### src/rtl/swkf_pkg.sv
package swkf_pkg;

    // register addresses on the serial register port (7-bit address)
    localparam logic [6:0] SWKF_ADDR_MASK_MID_HIGH = 7'h28;
    localparam logic [6:0] SWKF_ADDR_MASK_MID_LOW = 7'h29;
    localparam logic [6:0] SWKF_ADDR_MASK_LOWEST = 7'h2a;
    localparam logic [6:0] SWKF_ADDR_LENGTH_CODE = 7'h2b;
    localparam logic [6:0] SWKF_ADDR_BYTE_SEVEN = 7'h2c;
    localparam logic [6:0] SWKF_ADDR_BYTE_SIX = 7'h2d;

    // values after power-on or soft reset
    localparam logic [7:0] SWKF_RST_BYTE = 8'h00;
    localparam logic [4:0] SWKF_RST_LOWEST = 5'h00;
    localparam logic [3:0] SWKF_RST_DLC = 4'h0;

    // field positions
    localparam int SWKF_LOWEST_MSB = 6; // id mask bits 4..0 sit at 6:2
    localparam int SWKF_LOWEST_LSB = 2;
    localparam int SWKF_DLC_MSB = 3; // length code sits at 3:0
    localparam int SWKF_ID_W = 21; // identifier bits 20..0 handled here

    // length codes
    localparam logic [3:0] SWKF_DLC_SEVEN = 4'h7; // seven-byte payload

    // one access from the serial register decoder
    typedef struct packed {
        logic wr_en;
        logic rd_en;
        logic [6:0] addr;
        logic [7:0] wdata;
    } swkf_reg_req_type;

    // received frame fields presented by the receiver
    typedef struct packed {
        logic [SWKF_ID_W-1:0] id;
        logic [3:0] dlc;
        logic [7:0] byte_seven;
        logic [7:0] byte_six;
    } swkf_rx_frame_type;

endpackage

### src/rtl/swkf_field_cmp.sv
`timescale 1ns/1ps
// masked compare of one field; a disabled field always agrees
module swkf_field_cmp #(
    parameter int W = 8
) (
    input wire logic [W-1:0] rx_i, // received value
    input wire logic [W-1:0] exp_i, // expected value
    input wire logic [W-1:0] mask_i, // one = bit compared
    input wire logic en_i, // field takes part in the compare
    output logic match_o // field agrees
);
    // only unmasked bits (mask zero) may differ
    assign match_o = !en_i || (((rx_i ^ exp_i) & mask_i) == '0);
endmodule // swkf_field_cmp

### src/rtl/swkf_filter_cfg.sv
`timescale 1ns/1ps
// Overview of operation
// - mask byte for identifier bits 20 to 13
// - mask byte for identifier bits 12 to 5
// - identifier bits 4..0 mask at bits 6:2
// - reserved bits always read back zero
// - four-bit length code at bits 3:0
// - length code zero means empty payload
// - codes eight to fifteen mean eight bytes
// - length code must match all four bits
// - expected data byte seven register
// - expected data byte six register
// - power-on or soft reset clears all fields
// - valid flag cleared on wake, reset, change
module swkf_filter_cfg (
    input wire logic clk_sys_i, // system clock, 100 MHz
    input wire logic nrst_i, // asynchronous power-on reset, active low
    input wire logic soft_rst_i, // soft reset pulse
    input wire swkf_pkg::swkf_reg_req_type reg_req_i, // register access
    output logic [7:0] rd_data_o, // read data, valid cycle after rd_en
    input wire logic cfg_valid_set_i, // host sets the valid flag
    input wire logic cfg_other_write_i, // write to other wake config regs
    input wire logic wake_event_i, // a wake-up has happened
    input wire logic [20:0] exp_id_i, // expected identifier bits 20..0
    input wire logic frame_valid_i, // received frame fields valid
    input wire swkf_pkg::swkf_rx_frame_type rx_frame_i, // received frame
    output logic config_valid_flag_o, // selective wake enabled
    output logic wake_frame_match_o // one-cycle match pulse
);
    import swkf_pkg::*;

    // configuration storage
    logic [7:0] mask_high_ff, nxt_mask_high; // id mask 20..13
    logic [7:0] mask_low_ff, nxt_mask_low; // id mask 12..5
    logic [4:0] mask_lowest_ff, nxt_mask_lowest; // id mask 4..0
    logic [3:0] dlc_ff, nxt_dlc; // expected length code
    logic [7:0] byte_seven_ff, nxt_byte_seven; // expected data byte 7
    logic [7:0] byte_six_ff, nxt_byte_six; // expected data byte 6
    // status and answer
    logic [7:0] rd_data_ff, nxt_rd_data; // held read answer
    logic flag_ff, nxt_flag; // configuration valid
    logic match_ff, nxt_match; // match pulse
    // combinational helpers
    logic wr_hit; // write landed on one of our registers
    logic [7:0] rd_mux; // read value before registering
    logic [SWKF_ID_W-1:0] id_mask; // assembled identifier mask
    logic id_ok, dlc_ok, b7_ok, b6_ok; // per-field agreement
    logic b7_en, b6_en; // byte covered by the length code

    // full identifier mask, bit 20 at the top
    assign id_mask = {mask_high_ff, mask_low_ff, mask_lowest_ff};

    // codes 8..15 all mean eight bytes, so byte seven needs dlc[3]
    assign b7_en = dlc_ff[SWKF_DLC_MSB];
    // byte six is present from seven bytes upward; code 0 covers none
    assign b6_en = dlc_ff[SWKF_DLC_MSB] || (dlc_ff == SWKF_DLC_SEVEN);

    // identifier compare, masked per bit
    swkf_field_cmp #(.W(SWKF_ID_W)) u_cmp_id (
        .rx_i(rx_frame_i.id),
        .exp_i(exp_id_i),
        .mask_i(id_mask),
        .en_i(1'b1),
        .match_o(id_ok)
    );

    // length code compared bit by bit, no equivalence of long codes
    swkf_field_cmp #(.W(4)) u_cmp_dlc (
        .rx_i(rx_frame_i.dlc),
        .exp_i(dlc_ff),
        .mask_i(4'hf),
        .en_i(1'b1),
        .match_o(dlc_ok)
    );

    // data byte seven, only when the payload reaches it
    swkf_field_cmp #(.W(8)) u_cmp_b7 (
        .rx_i(rx_frame_i.byte_seven),
        .exp_i(byte_seven_ff),
        .mask_i(8'hff),
        .en_i(b7_en),
        .match_o(b7_ok)
    );

    // data byte six, only when the payload reaches it
    swkf_field_cmp #(.W(8)) u_cmp_b6 (
        .rx_i(rx_frame_i.byte_six),
        .exp_i(byte_six_ff),
        .mask_i(8'hff),
        .en_i(b6_en),
        .match_o(b6_ok)
    );

    // read multiplexer; reserved bits and unmapped addresses give zero
    always_comb begin
        case (reg_req_i.addr)
            SWKF_ADDR_MASK_MID_HIGH: rd_mux = mask_high_ff;
            SWKF_ADDR_MASK_MID_LOW: rd_mux = mask_low_ff;
            SWKF_ADDR_MASK_LOWEST: begin
                rd_mux = {1'b0, mask_lowest_ff, 2'b00};
            end
            SWKF_ADDR_LENGTH_CODE: rd_mux = {4'h0, dlc_ff};
            SWKF_ADDR_BYTE_SEVEN: rd_mux = byte_seven_ff;
            SWKF_ADDR_BYTE_SIX: rd_mux = byte_six_ff;
            default: rd_mux = SWKF_RST_BYTE;
        endcase
    end

    // next state of every register
    always_comb begin
        nxt_mask_high = mask_high_ff;
        nxt_mask_low = mask_low_ff;
        nxt_mask_lowest = mask_lowest_ff;
        nxt_dlc = dlc_ff;
        nxt_byte_seven = byte_seven_ff;
        nxt_byte_six = byte_six_ff;
        nxt_rd_data = rd_data_ff;
        nxt_flag = flag_ff;
        nxt_match = 1'b0;
        wr_hit = 1'b0;
        if (soft_rst_i) begin
            // soft reset clears like power-on; flag too
            nxt_mask_high = SWKF_RST_BYTE;
            nxt_mask_low = SWKF_RST_BYTE;
            nxt_mask_lowest = SWKF_RST_LOWEST;
            nxt_dlc = SWKF_RST_DLC;
            nxt_byte_seven = SWKF_RST_BYTE;
            nxt_byte_six = SWKF_RST_BYTE;
            nxt_rd_data = SWKF_RST_BYTE;
            nxt_flag = 1'b0;
        end else begin
            // register writes; reserved bits are simply not stored
            if (reg_req_i.wr_en) begin
                wr_hit = 1'b1;
                case (reg_req_i.addr)
                    SWKF_ADDR_MASK_MID_HIGH: begin
                        nxt_mask_high = reg_req_i.wdata;
                    end
                    SWKF_ADDR_MASK_MID_LOW: begin
                        nxt_mask_low = reg_req_i.wdata;
                    end
                    SWKF_ADDR_MASK_LOWEST: begin
                        nxt_mask_lowest = reg_req_i.wdata[
                            SWKF_LOWEST_MSB:SWKF_LOWEST_LSB];
                    end
                    SWKF_ADDR_LENGTH_CODE: begin
                        nxt_dlc = reg_req_i.wdata[SWKF_DLC_MSB:0];
                    end
                    SWKF_ADDR_BYTE_SEVEN: begin
                        nxt_byte_seven = reg_req_i.wdata;
                    end
                    SWKF_ADDR_BYTE_SIX: begin
                        nxt_byte_six = reg_req_i.wdata;
                    end
                    default: begin
                        wr_hit = 1'b0; // not ours, no effect
                    end
                endcase
            end
            // read answer is held until the next read
            if (reg_req_i.rd_en) begin
                nxt_rd_data = rd_mux;
            end
            // host validates, then sets the flag
            if (cfg_valid_set_i) begin
                nxt_flag = 1'b1;
            end
            // clearing wins: a config touched with the set is stale
            if (wake_event_i || wr_hit || cfg_other_write_i) begin
                nxt_flag = 1'b0;
            end
            // wake only while validated and every field agrees
            nxt_match = frame_valid_i && flag_ff && id_ok && dlc_ok
                && b7_ok && b6_ok;
        end
    end

    // registers only; power-on reset takes constants
    always_ff @(posedge clk_sys_i or negedge nrst_i) begin
        if (!nrst_i) begin
            mask_high_ff <= SWKF_RST_BYTE;
            mask_low_ff <= SWKF_RST_BYTE;
            mask_lowest_ff <= SWKF_RST_LOWEST;
            dlc_ff <= SWKF_RST_DLC;
            byte_seven_ff <= SWKF_RST_BYTE;
            byte_six_ff <= SWKF_RST_BYTE;
            rd_data_ff <= SWKF_RST_BYTE;
            flag_ff <= 1'b0;
            match_ff <= 1'b0;
        end else begin
            mask_high_ff <= nxt_mask_high;
            mask_low_ff <= nxt_mask_low;
            mask_lowest_ff <= nxt_mask_lowest;
            dlc_ff <= nxt_dlc;
            byte_seven_ff <= nxt_byte_seven;
            byte_six_ff <= nxt_byte_six;
            rd_data_ff <= nxt_rd_data;
            flag_ff <= nxt_flag;
            match_ff <= nxt_match;
        end
    end

    // outputs straight from flip-flops
    assign rd_data_o = rd_data_ff;
    assign config_valid_flag_o = flag_ff;
    assign wake_frame_match_o = match_ff;

    // helper copies for the checks below
    logic [SWKF_ID_W-1:0] chk_rx_id, chk_exp_id, chk_mask;
    logic [3:0] chk_rx_dlc;
    logic [7:0] chk_rx_b7;
    always_ff @(posedge clk_sys_i) begin
        chk_rx_id <= rx_frame_i.id;
        chk_exp_id <= exp_id_i;
        chk_mask <= id_mask;
        chk_rx_dlc <= rx_frame_i.dlc;
        chk_rx_b7 <= rx_frame_i.byte_seven;
    end
endmodule // swkf_filter_cfg

### config.mk
export PLATFORM = sky130hd
export DESIGN_NAME = swkf_filter_cfg
export DESIGN_NICKNAME = d
export VERILOG_FILES = /design/src/rtl/swkf_pkg.sv /design/src/rtl/swkf_field_cmp.sv /design/src/rtl/swkf_filter_cfg.sv
export SDC_FILE = /design/constraint.sdc
export NUM_CORES = 1
export LEC_CHECK = 0
export BUFFER_PORTS_ARGS = -buffer_cell sky130_fd_sc_hd__buf_2
export CAP_MARGIN = 20
export CORE_UTILIZATION = 51
export CTS_BUF_LIST = sky130_fd_sc_hd__clkbuf_16
export CTS_CLUSTER_DIAMETER = 120
export DETAILED_ROUTE_END_ITERATION = 16
export PLACE_DENSITY_LB_ADDON = 0.2
export SKIP_LAST_GASP = 1
export SYNTH_ARGS = -nofsm -noshare
export SYNTH_HDL_FRONTEND = slang
export SYNTH_SLANG_ARGS = --single-unit
export TNS_END_PERCENT = 5
### constraint.sdc
create_clock -name clk_sys_i -period 1.9 [get_ports clk_sys_i]
set_clock_uncertainty 0.15 [all_clocks]
set_input_delay 0.38 -clock clk_sys_i [delete_from_list [all_inputs] [get_ports clk_sys_i]]
set_output_delay 0.38 -clock clk_sys_i [all_outputs]
set_load 0.03 [all_outputs]
==> flow_summary.ini <==
[synthesis]
netlist_area_um2 = 2990
yosys_register_bits = 51
ys_types = 37
ys_top_cells_by_area = dfrtp_1, mux2i_1, xor2_1
syn-instance-count = 280
yosysTopAreaCell = dfrtp_1
synth_nets = 366
yosysWarnings = 0
syn_area_per_cell_um2 = 10.7
yosys.area.top_type_share_pct = 42.6
seq_area_frac_synth_pct = 42.6

[finish]
fin_nets = 476
syn_to_final_growth_pct = 30.8
diodes = 0
utilization_pct = 70.2
drive_gt1_share_pct = 36.1

[pwr]
total_power_mw = 2.30
p_leak_nw = 1.80
pwr_density_cell_nw_per_um2 = 589
irDropWorstVdd_uv = 638

[detailed_routing]
routed_wl_mm = 7.81
drtPass1Iterations = 4
vias_per_cell = 5.59
drc_errors = 0
drt_iter0_markers = 226
antenna_left = 0
avgRoutedWirePerCell_um = 16.9
vias = 2589

[die]
initial_core_util_pct = 53.7
core.rowCount = 27
chipHeight_um = 78.6
core_um2 = 5570
die_w_um = 78.6
die_area_um2 = 6180
ioPinCount = 96

[run]
maxCapViolations = 0

[timing]
slew_violations = 0
relSlewSlack_pct = 65.4
timing_hold_violations_final = 0
timing.final.crit_share_pct = 96.0
setup_violations = 0
max_slew.worst_pin.slew_ps = 519
min_period_ps = 1820
max_freq_ghz = 0.548

[critical_path]
required_ps = 1930
worstSetupPathType = reg2reg
cp_max_fo = 3
cpMaxStageDelayCell = dfrtp_1
critPathArrivalTime_ps = 1850
cp-end-kind = flop
slowest_delay_ps = 400
critical-path-top-delay-family = compound AO/OA/AOI/OAI gates
cp_cell_sequence = xnor2_1 > nand4_1 > nor2_1 > o2111ai_4 > a2111oi_4
critPathBufInv = 0
crit_path_start_kind = flop

[clocking]
clock-sinks = 51
cts_buffers = 5
cts.path.max_buffers = 2
clk_latency_ps = 290
cts_tree = built
htreeDepth = 2
cts_root_buffer = clkbuf_16
clk_pin_slew_worst_paths_ps = 70

[global_routing]
grt.total_usage_pct = 26.9
grt_pass1_vias = 2494
grt_pass1_wl_mm = 12.5
grt_max_degree = 51
antenna_found_initial = 0
overflow = 0

[placed_design]
portBuffers = 95
dp_hpwl_mm = 5.86
gp_congestion = 0.809

[run_status]
status = finished clean

[worst_hold_path]
hp-class = in2reg
placed cells by master, fill, tap and decap left out, drive strengths merged, types with 2 or more instances in the layout:
cell       n
nand4      2
nor3       4
nand3     11
mux4       6
clkinv     2
a22oi      9
o21ai     10
nor2b      2
nor4       2
dfrtp     51
buf      116
and3b      2
a31oi      2
a221oi     2
mux2i     41
a21oi      9
a211oi     3
a22o       3
nor2      47
clkbuf     5
nor3b      2
xnor2     12
nand2      8
a2111oi    2
xor2      29
worst reg2reg max path, cell delays in order (launching register included):
cell and delay (ps):
dfrtp_1 400, xnor2_1 230, nand4_1 120, nor2_1 320, o2111ai_4 180, a2111oi_4 320
per-stage QoR:
step | TNS (ps) | instance area (um2) | cells | setup WS, ps | hold WS [ps]
3_5_place_dp | -2170 | 3700 | 453 | -144 | 196
6_report | 0 | 3910 | 463 | 76.4 | 186
4_1_cts | 0 | 3860 | 462 | 65.9 | 184
2_1_floorplan | 0 | 2990 | 280 | 89.6 | -65.6
5_1_grt | -54.6 | 3910 | 463 | -54.6 | 220
3_3_place_gp | -861 | 3700 | 453 | -47.7 | 195
cells by family after synthesis:
kind of cell              synth area share [%]
and+or+nand+nor                           15.1
DFF                                       42.6
muxes                                     18.2
AOI/OAI and AO/OA                         9.24
xor gates and xnor gates                  12.0
buffers and inverters                     2.80
worst paths after layout:
check | end | depth (start not counted) | slack, ps | startpoint
max in group asynchronous | byte_six_ff[2] | 3 | 640 | nrst_i
max reg2reg | wake_frame_match_o | 5 | 80 | byte_six_ff[7]
min reg2reg | rd_data_o[3] | 2 | 390 | rd_data_o[3]
min | config_valid_flag_o | 4 | 190 | cfg_other_write_i
min in group asynchronous | rd_data_o[7] | 2 | 420 | nrst_i
max | wake_frame_match_o | 5 | 80 | byte_six_ff[7]
Yosys cell counts:
master     instances
nand3b_4           1
buf_1              1
mux2i_1           41
nor3_4             1
nand3_1           10
nor4b_2            1
a2111oi_0          2
xor2_1            29
and3b_1            2
a311oi_1           1
mux4_2             6
dfrtp_1           51
nor2_1            46
a22oi_1            9
o21ai_0           10
and4b_1            1
a31oi_1            2
and3_2             1
nand2b_1           1
o2111ai_1          1
buf_6              3
clkbuf_1           7
xnor2_1           12
nor4_1             2
a22o_1             3
nand2_1            8
nor3b_4            2
nor2b_1            2
nor2_2             1
nand3_2            1
a211oi_1           3
buf_4              2
buf_2              1
nor3_1             3
a21oi_1            9
a221oi_1           2
nand4_1            2
what timing repair did:
action,CTS,global route
setup buffers,0,1
endpoints found under the hold margin,17,0
resized for setup,2,6
endpoints found under the setup margin,1,1
hold buffers,1,0
pin swaps,0,5
per-layer routing:
layer | vias to the layer above | global-route usage (%) | wire (um)
li1 | 1222 | - | -
met1 | 1247 | 37.9 | 3450
met2 | 108 | 42.7 | 3680
met3 | 12 | 4.30 | 569
met4 | 0 | 7.96 | 114
met5 | - | 0 | 0
state kept, by name (all words and copies together), names as in the netlist:
signal,flops
byte_seven_ff,8
rd_data_o,8
dlc_ff,4
mask_low_ff,8
mask_high_ff,8
mask_lowest_ff,5
byte_six_ff,8
wake_frame_match_o,1
config_valid_flag_o,1
layout make-up:
class,count,area [um2]
clock buffers,5,125
flip-flops and latches,51,1280
clock inverters,3,21.3
well taps,72,90.1
repair buffers,117,718
multi-input cells,215,1680
fillers,441,1660
power by group:
group / internal [mW] / switching, mW
Clock: 0.488 / 0.398
Combinational: 0.141 / 0.178
Sequential: 1.09 / 0.00502
Note: power is estimated with default switching activity, not from simulation.
